==> src/logic/fbn_pkg.sv <==
// constants, types and carriers shared by the node status indicator design
// assumes a single 10 MHz system clock and active-low asynchronous reset
package fbn_pkg;

    // clock and base tick
    localparam int unsigned CLK_HZ            = 10_000_000;       // system clock rate
    localparam int unsigned TICK_MS           = 1;                // base tick period, ms
    localparam int unsigned TICK_CYCLES_DFLT  = CLK_HZ / 1000 * TICK_MS;
    localparam int unsigned TICK_W            = 16;               // tick prescaler width

    // lamp timing in ms, and the last red pulse index
    localparam logic [11:0] FLICKER_HALF_MS   = 12'h032;          // 50 ms, ~10 hz flicker
    localparam logic [11:0] FLASH_ON_MS       = 12'h0c8;          // 200 ms flash pulse
    localparam logic [11:0] FLASH_GAP_MS      = 12'h0c8;          // 200 ms between flashes
    localparam logic [11:0] FLASH_TAIL_MS     = 12'h3e8;          // 1000 ms after last flash
    localparam logic [11:0] BLINK_HALF_MS     = 12'h0c8;          // 200 ms, 2.5 hz blink
    localparam logic [11:0] ACT_HOLD_MS       = 12'h064;          // traffic keeps blink alive
    localparam logic [11:0] ACT_HALF_MS       = 12'h032;          // link lamp blink half period
    localparam logic [11:0] RED_SHORT_MS      = 12'h096;          // 150 ms red pulse
    localparam logic [11:0] RED_LONG_MS       = 12'h258;          // 600 ms red pulse
    localparam logic [11:0] RED_GAP_MS        = 12'h096;          // off time between pulses
    localparam logic [11:0] RED_PAUSE_MS      = 12'h7d0;          // 2 s pause between repeats
    localparam logic [2:0]  RED_LAST_IDX      = 3'h3;             // four pulses per code

    // node number range
    localparam logic [7:0]  NODE_ID_MAX       = 8'hef;            // 239

    // node management states
    typedef enum logic [2:0] {
        ST_NOT_ACTIVE = 3'h0,
        ST_BASIC_ETH  = 3'h1,
        ST_PREOP1     = 3'h2,
        ST_PREOP2     = 3'h3,
        ST_READY      = 3'h4,
        ST_OPER       = 3'h5,
        ST_STOPPED    = 3'h6
    } nmt_state_e;

    // commands from the managing node
    typedef enum logic [2:0] {
        CMD_NONE      = 3'h0,
        CMD_READY     = 3'h1,
        CMD_START     = 3'h2,
        CMD_STOP      = 3'h3,
        CMD_PREOP2    = 3'h4,
        CMD_RESET     = 3'h5
    } nmt_cmd_e;

    // decoded command carrier
    typedef struct packed {
        logic     valid;
        nmt_cmd_e cmd;
    } nmt_cmd_s;

    // lamp outputs carrier
    typedef struct packed {
        logic [1:0] link;      // bit 0 port a, bit 1 port b
        logic       green;
        logic       red;
        logic       fault;
    } lamp_s;

    // red error sequencer state
    typedef struct packed {
        logic        active;
        logic        code;     // 0 bus defect, 1 bad node number
        logic [2:0]  idx;
        logic        on;
        logic [11:0] cnt;
        logic        red;
    } red_st_s;

    // main module state
    typedef struct packed {
        nmt_state_e       nmt;
        logic [TICK_W-1:0] tick_cnt;
        logic             tick;
        logic [11:0]      g_cnt;
        logic [15:0]      na_cnt;
        logic [1:0][11:0] act_cnt;
        logic [1:0][11:0] ph_cnt;
        lamp_s            lamp;
        logic             pdo_tx;
        logic             pdo_rx;
    } top_st_s;

endpackage

==> src/logic/red_code_seq.sv <==
// red error code sequencer: four timed pulses, then a long pause, repeated
// assumes a one-cycle ms tick from the parent and level error inputs
`timescale 1ns/10ps
module red_code_seq
    import fbn_pkg::*;
(
    // clock and reset
    input  wire logic clk_sys_i,
    input  wire logic rst_b_i,
    // timing and error causes
    input  wire logic tick_i,
    input  wire logic bus_defect_i,
    input  wire logic node_bad_i,
    // pattern out
    output logic      red_o,
    output logic      busy_o
);

    red_st_s s_q;       // registered state
    red_st_s s_d;       // next state

    // pulse length by code and pulse index
    function automatic logic [11:0] on_time(input logic code, input logic [2:0] idx);
        logic first;
        first = (idx == 3'h0);
        if (!code) begin
            on_time = first ? RED_LONG_MS : RED_SHORT_MS;
        end else begin
            on_time = first ? RED_SHORT_MS : RED_LONG_MS;
        end
    endfunction

    // next state: sequence advances on ms ticks only
    always_comb begin
        s_d = s_q;
        if (!s_q.active) begin
            // start on any cause, bus defect takes precedence
            if (bus_defect_i || node_bad_i) begin
                s_d.active = 1'b1;
                s_d.code   = !bus_defect_i;
                s_d.idx    = 3'h0;
                s_d.on     = 1'b1;
                s_d.cnt    = 12'h000;
            end
        end else if (tick_i) begin
            s_d.cnt = s_q.cnt + 12'h001;
            if (s_q.on) begin
                // end of a pulse
                if (s_d.cnt >= on_time(s_q.code, s_q.idx)) begin
                    s_d.on  = 1'b0;
                    s_d.cnt = 12'h000;
                end
            end else if (s_q.idx == RED_LAST_IDX) begin
                // long pause then repeat or stop; a code always plays out whole
                if (s_d.cnt >= RED_PAUSE_MS) begin
                    s_d.cnt = 12'h000;
                    s_d.idx = 3'h0;
                    if (bus_defect_i || node_bad_i) begin
                        s_d.code = !bus_defect_i;
                        s_d.on   = 1'b1;
                    end else begin
                        s_d.active = 1'b0;
                    end
                end
            end else if (s_d.cnt >= RED_GAP_MS) begin
                // short gap then next pulse
                s_d.cnt = 12'h000;
                s_d.idx = s_q.idx + 3'h1;
                s_d.on  = 1'b1;
            end
        end
        s_d.red = s_d.active && s_d.on;
    end

    // state register, idle after reset
    always_ff @(posedge clk_sys_i or negedge rst_b_i) begin
        if (!rst_b_i) begin
            s_q <= '0;
        end else begin
            s_q <= s_d;
        end
    end

    assign red_o  = s_q.red;
    assign busy_o = s_q.active;

endmodule

==> src/logic/fieldbus_node_status_indicator.sv <==
// node management state tracking and lamp patterns for a controlled node
// assumes all inputs synchronous to clk_sys_i; frame inputs are one-cycle pulses
`timescale 1ns/10ps
module fieldbus_node_status_indicator
    import fbn_pkg::*;
#(
    parameter int unsigned TICK_CYCLES = TICK_CYCLES_DFLT  // clocks per ms tick
) (
    // clock and reset
    input  wire logic        clk_sys_i,
    input  wire logic        rst_b_i,
    // ethernet ports
    input  wire logic [1:0]  link_up_i,          // level, per port
    input  wire logic [1:0]  traffic_i,          // pulse per frame seen, per port
    // fieldbus events
    input  wire logic        fb_frame_i,         // any fieldbus frame, pulse
    input  wire logic        soc_frame_i,        // start-of-cycle frame, pulse
    input  wire nmt_cmd_s    nmt_cmd_i,          // manager command, valid is a pulse
    // configuration
    input  wire logic [15:0] na_timeout_ms_i,    // not-active timeout window
    input  wire logic [7:0]  node_id_i,          // configured node number
    // error causes, levels
    input  wire logic        mgr_fail_i,
    input  wire logic        iface_err_i,
    input  wire logic        bus_defect_i,
    input  wire logic        critical_fault_i,
    // lamps
    output logic             port_a_link_lamp_o,
    output logic             port_b_link_lamp_o,
    output logic             status_green_o,
    output logic             error_red_o,
    output logic             fault_lamp_o,
    // node state
    output nmt_state_e       nmt_state_o,
    output logic             pdo_tx_en_o,        // process data may be sent
    output logic             pdo_rx_eval_o       // received cyclic data is used
);

    top_st_s s_q;          // registered state
    top_st_s s_d;          // next state
    logic    seq_red;      // red code pattern, registered in sequencer
    logic    seq_busy;     // red code sequence running
    logic    node_bad;     // node number out of range

    // prescaler width limit: the tick count must fit TICK_W bits
    localparam logic [TICK_W-1:0] TICK_LAST = TICK_W'(TICK_CYCLES - 1);

    // flash count shown in each state, zero for non-flash patterns
    function automatic logic [1:0] flash_n(input nmt_state_e st);
        unique case (st)
            ST_PREOP1: flash_n = 2'h1;
            ST_PREOP2: flash_n = 2'h2;
            ST_READY:  flash_n = 2'h3;
            default:   flash_n = 2'h0;
        endcase
    endfunction

    // period of the green pattern in ms
    function automatic logic [11:0] g_period(input nmt_state_e st);
        logic [11:0] step;
        step = FLASH_ON_MS + FLASH_GAP_MS;
        unique case (st)
            ST_BASIC_ETH: g_period = FLICKER_HALF_MS + FLICKER_HALF_MS;
            ST_PREOP1,
            ST_PREOP2,
            ST_READY:     g_period = 12'({10'h000, flash_n(st)} * step)
                                     - FLASH_GAP_MS + FLASH_TAIL_MS;
            ST_STOPPED:   g_period = BLINK_HALF_MS + BLINK_HALF_MS;
            default:      g_period = 12'h001;
        endcase
    endfunction

    // green level for a state at a point in its period
    function automatic logic g_lit(input nmt_state_e st, input logic [11:0] c);
        logic [11:0] start;
        logic [11:0] step;
        logic        hit;
        step = FLASH_ON_MS + FLASH_GAP_MS;
        hit  = 1'b0;
        for (int k = 0; k < 3; k++) begin
            start = 12'(k) * step;
            if (k < int'(flash_n(st)) && c >= start && c < start + FLASH_ON_MS) begin
                hit = 1'b1;
            end
        end
        unique case (st)
            ST_NOT_ACTIVE: g_lit = 1'b0;
            ST_BASIC_ETH:  g_lit = (c < FLICKER_HALF_MS);
            ST_PREOP1:     g_lit = hit;
            ST_PREOP2:     g_lit = hit;
            ST_READY:      g_lit = hit;
            ST_OPER:       g_lit = 1'b1;
            ST_STOPPED:    g_lit = (c < BLINK_HALF_MS);
            default:       g_lit = 1'b0;
        endcase
    endfunction

    // states in which a manager failure lights red steady beside the green pattern; interface errors light red in any state
    function automatic logic pre_op_like(input nmt_state_e st);
        pre_op_like = (st == ST_BASIC_ETH) || (st == ST_PREOP1) ||
                      (st == ST_PREOP2)    || (st == ST_READY);
    endfunction

    // node numbers above the range are refused
    assign node_bad = (node_id_i > NODE_ID_MAX);

    // red error code generator
    red_code_seq u_red_seq (
        .clk_sys_i    (clk_sys_i),
        .rst_b_i      (rst_b_i),
        .tick_i       (s_q.tick),
        .bus_defect_i (bus_defect_i),
        .node_bad_i   (node_bad),
        .red_o        (seq_red),
        .busy_o       (seq_busy)
    );

    // next state of everything
    always_comb begin
        s_d = s_q;

        // ms tick prescaler; tick is a one-cycle pulse
        s_d.tick = 1'b0;
        if (s_q.tick_cnt >= TICK_LAST) begin
            s_d.tick_cnt = '0;
            s_d.tick     = 1'b1;
        end else begin
            s_d.tick_cnt = s_q.tick_cnt + TICK_W'(1);
        end

        // node management transitions
        unique case (s_q.nmt)
            ST_NOT_ACTIVE: begin
                // frame wins over a timeout landing in the same cycle
                if (fb_frame_i) begin
                    s_d.nmt = ST_PREOP1;
                end else if (s_q.tick) begin
                    s_d.na_cnt = s_q.na_cnt + 16'h0001;
                    if (s_d.na_cnt >= na_timeout_ms_i) begin
                        s_d.nmt = ST_BASIC_ETH;
                    end
                end
            end
            ST_BASIC_ETH: begin
                if (fb_frame_i) begin
                    s_d.nmt = ST_PREOP1;
                end
            end
            ST_PREOP1: begin
                if (soc_frame_i) begin
                    s_d.nmt = ST_PREOP2;
                end
            end
            ST_PREOP2: begin
                // the manager configures, then commands ready
                if (nmt_cmd_i.valid && nmt_cmd_i.cmd == CMD_READY) begin
                    s_d.nmt = ST_READY;
                end
            end
            ST_READY: begin
                if (nmt_cmd_i.valid && nmt_cmd_i.cmd == CMD_START) begin
                    s_d.nmt = ST_OPER;
                end
            end
            ST_OPER: begin
                // leaving operational needs a command below
            end
            ST_STOPPED: begin
                // only a manager command leaves stopped
                if (nmt_cmd_i.valid && nmt_cmd_i.cmd == CMD_PREOP2) begin
                    s_d.nmt = ST_PREOP2;
                end
            end
            default: begin
                s_d.nmt = ST_NOT_ACTIVE;                               // illegal code
            end
        endcase

        // commands valid from several states
        if (nmt_cmd_i.valid && nmt_cmd_i.cmd == CMD_STOP &&
            (s_q.nmt == ST_PREOP2 || s_q.nmt == ST_READY || s_q.nmt == ST_OPER)) begin
            s_d.nmt = ST_STOPPED;
        end
        if (nmt_cmd_i.valid && nmt_cmd_i.cmd == CMD_RESET) begin
            s_d.nmt = ST_NOT_ACTIVE;
        end
        if (s_d.nmt != ST_NOT_ACTIVE) begin
            s_d.na_cnt = 16'h0000;                                     // fresh window next time
        end

        // green pattern phase restarts on every state change
        if (s_d.nmt != s_q.nmt) begin
            s_d.g_cnt = 12'h000;
        end else if (s_q.tick) begin
            if (s_q.g_cnt + 12'h001 >= g_period(s_q.nmt)) begin
                s_d.g_cnt = 12'h000;
            end else begin
                s_d.g_cnt = s_q.g_cnt + 12'h001;
            end
        end

        // link lamps: steady with link, toggling while traffic is recent
        for (int p = 0; p < 2; p++) begin
            if (traffic_i[p]) begin
                s_d.act_cnt[p] = ACT_HOLD_MS;
            end else if (s_q.tick && s_q.act_cnt[p] != 12'h000) begin
                s_d.act_cnt[p] = s_q.act_cnt[p] - 12'h001;
            end
            if (s_q.tick) begin
                s_d.ph_cnt[p] = (s_q.ph_cnt[p] + 12'h001 >= ACT_HALF_MS + ACT_HALF_MS) ?
                                12'h000 : s_q.ph_cnt[p] + 12'h001;
            end
            if (!link_up_i[p]) begin
                s_d.lamp.link[p] = 1'b0;
            end else if (s_q.act_cnt[p] != 12'h000) begin
                s_d.lamp.link[p] = (s_q.ph_cnt[p] < ACT_HALF_MS);
            end else begin
                s_d.lamp.link[p] = 1'b1;
            end
        end

        // green carries the state pattern regardless of red
        s_d.lamp.green = g_lit(s_d.nmt, s_d.g_cnt);

        // red: error code first, then steady faults; green stays on top
        if (seq_busy) begin
            s_d.lamp.red = seq_red;
        end else if (mgr_fail_i && pre_op_like(s_q.nmt)) begin
            s_d.lamp.red = 1'b1;
        end else begin
            s_d.lamp.red = iface_err_i;
        end

        // critical failure lamp follows the fault level
        s_d.lamp.fault = critical_fault_i;

        // process data handling per state
        s_d.pdo_tx = (s_d.nmt == ST_READY) || (s_d.nmt == ST_OPER);
        s_d.pdo_rx = (s_d.nmt == ST_OPER);
    end

    // state register; reset leaves not-active with every lamp dark
    always_ff @(posedge clk_sys_i or negedge rst_b_i) begin
        if (!rst_b_i) begin
            s_q <= '{nmt: ST_NOT_ACTIVE, default: '0};
        end else begin
            s_q <= s_d;
        end
    end

    // outputs straight from the state register
    assign port_a_link_lamp_o = s_q.lamp.link[0];
    assign port_b_link_lamp_o = s_q.lamp.link[1];
    assign status_green_o     = s_q.lamp.green;
    assign error_red_o        = s_q.lamp.red;
    assign fault_lamp_o       = s_q.lamp.fault;
    assign nmt_state_o        = s_q.nmt;
    assign pdo_tx_en_o        = s_q.pdo_tx;
    assign pdo_rx_eval_o      = s_q.pdo_rx;

endmodule

==> config.mk <==
export PLATFORM = sky130hd
export DESIGN_NAME = fieldbus_node_status_indicator
export DESIGN_NICKNAME = d
export VERILOG_FILES = /design/src/logic/fbn_pkg.sv /design/src/logic/red_code_seq.sv /design/src/logic/fieldbus_node_status_indicator.sv
export SDC_FILE = /design/constraint.sdc
export NUM_CORES = 1
export LEC_CHECK = 0
export BUFFER_PORTS_ARGS = -buffer_cell sky130_fd_sc_hd__buf_2
export CAP_MARGIN = 20
export CORE_ASPECT_RATIO = 1.5
export CORE_MARGIN = 2
export CORE_UTILIZATION = 55
export CTS_BUF_LIST = sky130_fd_sc_hd__clkbuf_2 sky130_fd_sc_hd__clkbuf_4 sky130_fd_sc_hd__clkbuf_8
export CTS_CLUSTER_DIAMETER = 150
export DETAILED_ROUTE_END_ITERATION = 8
export GPL_ROUTABILITY_DRIVEN = 1
export GPL_TIMING_DRIVEN = 0
export PLACE_DENSITY = 0.71
export SKIP_CTS_REPAIR_TIMING = 1
export SYNTH_ARGS = -nofsm -noshare
export SYNTH_HDL_FRONTEND = slang
export SYNTH_SLANG_ARGS = --single-unit
==> constraint.sdc <==
create_clock -name clk_sys_i -period 4.5 [get_ports clk_sys_i]
set_clock_uncertainty 0.2 [all_clocks]
set_input_delay 0.45 -clock clk_sys_i [delete_from_list [all_inputs] [get_ports clk_sys_i]]
set_output_delay 0.45 -clock clk_sys_i [all_outputs]
set_load 0.01 [all_outputs]
### After elaboration in Yosys (flattened, before gate mapping)

Cells that the tools add are included.

| word-level totals | value |
|---|---|
| register bits | 122 |
| bits in latches | 0 |
| bits in writable memories | 0 |
| bits in read-only memories | 0 |
| word-level logic and storage cells | 183 |
| memories kept | 0 |

| operators by class | value |
|---|---|
| $add $sub $neg | 11 |
| $mul | 1 |
| divide/modulo/power cells | 0 |
| order comparisons | 21 |
| eq/ne operators | 27 |
| shift operators | 0 |
| muxes and demuxes | 62 |
| bitwise operators | 0 |
| reduce and logical (&&, ||, !) cells | 40 |

Operators with widths:

| cell | number |
|---|---|
| 2-to-1 mux 12 bit | 15 |
| 2-to-1 mux 16 bit | 7 |
| 2-to-1 mux 18 bit | 4 |
| adder 12 x 1 -> 12 bit, second input constant | 4 |
| less-than comparator 12 x 6 -> 1 bit, second input constant | 3 |
| one-hot mux 12 bit (3 select lines) | 1 |
| adder 16 x 1 -> 16 bit, second input constant | 2 |
| 2-to-1 mux 3 bit | 10 |
| 2-to-1 mux 13 bit | 2 |
| == test 3 bit, second input constant | 8 |
| >= comparator 12 bit | 2 |
| >= comparator 12 x 7 -> 1 bit, second input constant | 2 |
| less-than comparator 12 x 10 -> 1 bit, second input constant | 2 |
| nonzero test 12 bit | 2 |
| subtractor 12 x 1 -> 12 bit, second input constant | 2 |
| == test 3 x 2 -> 1 bit, second input constant | 7 |
| one-hot mux 3 bit (7 select lines) | 1 |
| 2-to-1 mux 10 bit | 2 |
| >= comparator 16 x 14 -> 1 bit, second input constant | 1 |
| >= comparator 16 bit | 1 |
| logical AND 1 bit | 16 |
| adder 12 x 10 -> 12 bit, second input constant | 1 |
| >= comparator 12 x 1 -> 1 bit, second input constant | 1 |
| >= comparator 12 x 10 -> 1 bit, second input constant | 1 |
| other kinds (31) | 65 |

### Longest topological paths before layout

| logic depth | value |
|---|---|
| word-level depth | 27 |
| gate-level depth with buffers | 18 |

### Modules after synthesis

From an unflattened synthesis, not the netlist that was laid out.

| unflattened totals | value |
|---|---|
| cells, all modules | 932 |
| area total of the unflattened synthesis | 8134.1 sq um |

By module, submodules not included:

| module | instances | cells an instance | area an instance (sq um) | seq. area each (sq um) |
|---|---|---|---|---|
| fieldbus_node_status_indicator | 1 | 759 | 6623.9 | 2577.5 |
| red_code_seq | 1 | 173 | 1510.2 | 475.5 |

### Worst setup path after synthesis

No wires, ideal clock.

| path | value |
|---|---|
| path type | reg2reg |
| from | register s_q (netlist bit nmt_state_o[2]) |
| to | register s_q (netlist bit status_green_o) |
| setup time | 126 ps |
| arrival | 3538 ps |
| path slack | 636 ps |
| cell stages (with the launch flop) | 18 |
| buffers on the path | 3 |
| clock period less this slack | 3864 ps |
| cells stage by stage | dfrtp_1 > clkbuf_1 > clkbuf_1 > nand2_1 > o21ai_0 > ha_1 > nand2b_1 > nand3_1 > ha_1 > nand3_1 > and4b_1 > clkbuf_1 > nand2_1 > a2111oi_0 > a211oi_1 > o311ai_1 > a2bb2oi_1 > a221o_1 |

RTL lines:

| element | RTL line | source |
|---|---|---|
| from (decl) | fieldbus_node_status_indicator.sv:39 | `top_st_s s_q;` |
| from (signal assigned) | fieldbus_node_status_indicator.sv:245 | `s_q <= '{nmt: ST_NOT_ACTIVE, default: '0};` |
| from (signal assigned) | fieldbus_node_status_indicator.sv:247 | `s_q <= s_d;` |

==> results by group <==
Global route
  – Vias in the first global route: 6831
  – Antenna violations before repair: 0
  – Met2 Use GR: 42.3%
  – Largest net degree at the start of global routing: 75
  – Met3 Usage GRT: 4.08%
  – First-pass GRT wire length: 30600 um
  – Total GRT Usage: 24.1%
  – Overflow after GRT: 0
  – Global route hottest layer: met2
  – GRT met1 Usage: between 20 and 30%

Detailed routing
  – Vias: 6804
  – Final ANT Viol Nets: 0
  – Residual DRC: 0
  – Pre-antenna DRT Iters: 5
  – Vias per cell: 5.66
  – WL final: 17600 um
  – Initial DRC Count: 435
  – DR WL/cell: 14.6 um

Clocking
  – Root buffer cell: clkbuf_8
  – CTS sink count: approximately 120
  – CTS tree: yes
  – Worst skew pair latency: approximately 0.45 ns
  – H-tree depth: 4
  – Max Root-Sink Buffers: 2
  – CTS buffer count: 17
  – Worst-path clk slew: approximately 0.08 ns

Logic synthesis
  – Largest family of logic cells by synthesized area: simple AND/OR/NAND/NOR gates
  – Post-synth top cells: 122 x dfrtp_1, 101 x nor2_1, 87 x nand2_1, 52 x xnor2_1, 48 x ha_1
  – Synth Area in Simple Gates: 23.4%
  – Synthesized area per cell: 8.66 sq um
  – Post-synth design cell area: 8050 sq um
  – Yosys top cell area share: 37.9%
  – Seq cells post-synth: 122
  – Most frequent cell after synthesis: dfrtp_1
  – Register area share after synthesis: 37.9%
  – Async set-or-reset flop fraction in the synthesized netlist: 100%
  – Post-Synthesis Cells: 930
  – Most area-hungry cell type in the Yosys netlist: dfrtp_1
  – Post-Synth Adder-Cell Area: 7.46%
  – Post-synthesis mux area share: 0.917%
  – Synth unique cells: 76
  – Top_reg_cell synth: dfrtp_1
  – Post-synthesis compound-gate area fraction: 16.5%
  – Ranking of synthesized cells by area: dfrtp_1 38%, ha_1 7.5%, xnor2_1 5.7%, nor2_1 4.7%, nand2_1 4.1%
  – Yosys warning count: 0
  – EDFF count, synth: 0
  – Post-Synth XOR/XNOR Area: 9.25%

Worst setup path
  – Max incr delay on CP: just over 0.5 ns
  – Crit path capture: status_green_o$_DFF_PN0_
  – Critical path endpoint category: register
  – Flop-to-flop setup slack: roughly 0.18 ns
  – Cell depth of the worst flop-to-flop path: 16
  – Max stage delay cell, worst path: dfrtp_1
  – RR Endpoint: status_green_o$_DFF_PN0_
  – Worst setup startpoint: nmt_state_o[1]$_DFF_PN0_
  – CP Launch Type: register
  – Critical-path cell list: buf_2, nand2_1, o21ai_2, ha_1, nand2b_1, nand3_1, ha_1, nand3_1, and4b_1, clkbuf_1, nand2_1, a2111oi_0, a211oi_1, o311ai_1, a2bb2oi_1, a221o_1
  – Setup CP Type: register to register
  – RR Startpoint: nmt_state_o[1]$_DFF_PN0_
  – Required time worst endpoint: around 4.6 ns
  – CP arrival: 4.44 ns
  – Crit-path max FO: 10

Place
  – DP Wirelength: between 10000 and 15000 um
  – GP Congestion: 0.953
  – IO Port Bufs: 45

Timing
  – Period Utilization, post-route: 95.9%
  – Fin Setup TNS: 0 ns
  – RSZ-0062 raised after global routing: no
  – Relative slew slack: 52.1%
  – Worst slew pin tran: 0.711 ns
  – Slew Viols, Final: 0
  – Minimum clock period: 4.32 ns
  – Final Hold Viols: 0
  – Hold Slack: 0.0358 ns
  – Final setup viols: 0
  – Fmax: around 230 MHz

Floorplanning
  – Initial Utilization: between 50% and 60%
  – Core ar.: 14500 sq um
  – Die area: roughly 16000 sq um
  – Die width: 103 um
  – Die H: 152 um
  – I/O pins: 50
  – FP Rows: 54

Pwr
  – Leakage: 4.05 nW
  – Final Power: 3.59 mW
  – PwrDens: 401 nW/um^2
  – Peak VDD IR: 218 uV

Final layout
  – Share of cells above drive strength 1: 10.9%
  – N_diodes: 0
  – Nets: 1082
  – Largest register by flop count: s_q
  – Max reg flops: 93
  – FILL cells: 1359
  – P&R area growth vs syn: 11.2%

Outcome
  – Status: completed

Run
  – Max capacitance violation total: 0

Worst hold path
  – Worst Hold Class: primary input to register
==> power by group <==
part / switching, mW / internal [mW]
Combinational: 0.758 / 0.526
Sequential: 0.173 / 1.23
Clock: 0.474 / 0.435
Total: 1.40 / 2.19
==> logic make-up (layout without fill, tap and decap cells) <==
logic type                 Yosys count  count (layout)
DFF                                122             122
and+or+nand+nor                    381             381
muxes                                7               7
adders and majority gates           48              48
buffers and inverters               91             167
other                                1               2
AOI/OAI and AO/OA                  195             195
xor gates and xnor gates            85              85
==> worst max-delay path, delay by kind of cell, from the launching register on <==
family / cells / cell delay [ns]
flops: 1 / 0.51
buf+inv: 2 / 0.61
fa+ha+maj: 2 / 0.60
compound gates: 6 / 1.55
simple gates: 6 / 0.73
==> routing by layer <==
| metal | part of all wire, % | vias up |
|---|---|---|
| met3 | 2.9 | 35 |
| met1 | 43 | 3209 |
| li1 | - | 3404 |
| met4 | 2.4 | 0 |
| met2 | 52 | 156 |
| met5 | 0 | - |
==> layout by cell type (no fill, tap or decap), types with 22 or more instances in the layout <==
cell	instances
clkbuf_1	25
and3_1	23
a21oi_1	39
o21ai_0	42
xor2_1	33
dfrtp_1	122
nor2b_1	22
inv_1	47
nor3_1	22
ha_1	48
nand3_1	39
nor2_1	99
buf_2	50
xnor2_1	51
nand2_1	87
==> worst min path at each step <==
stage,startpoint,to,slack (ns),cells after the start
after detailed placement,rst_b_i,s_q[47]$_DFFE_PN0P_,0.22,1
after global routing,link_up_i[1],port_b_link_lamp_o$_DFF_PN0_,0.04,2
after floorplan,rst_b_i,error_red_o$_DFF_PN0_,-0.05,0
after global placement,s_q[84]$_DFF_PN0_,s_q[84]$_DFF_PN0_,0.25,1
after CTS,rst_b_i,s_q[92]$_DFF_PN0_,-0.26,1
final,traffic_i[1],s_q[48]$_DFFE_PN0P_,0.04,2
==> layout make-up <==
type	instances	area (sq um)	share of cell area (%)
Buffer	38	166	1.86
Clock buffer	17	234	2.61
Clock inverter	15	128	1.43
Inverter	48	180	2.01
Multi-Input combinational cell	718	4660	52.0
Sequential cell	122	3050	34.1
Tap cell	196	245	2.74
Timing Repair Buffer	49	289	3.23
==> per-stage QoR <==
step	util, %	setup WS (ns)	instance area [sq um]	std cells
2_1_floorplan	-	0.636	8060	931
3_3_place_gp	59.0	-0.0870	8530	1172
3_5_place_dp	59.2	-0.135	8560	1173
4_1_cts	61.7	-0.173	8920	1205
5_1_grt	61.9	0.00191	8950	1203
6_report	61.9	0.185	8950	1203
(Power assumes the default switching activity.)
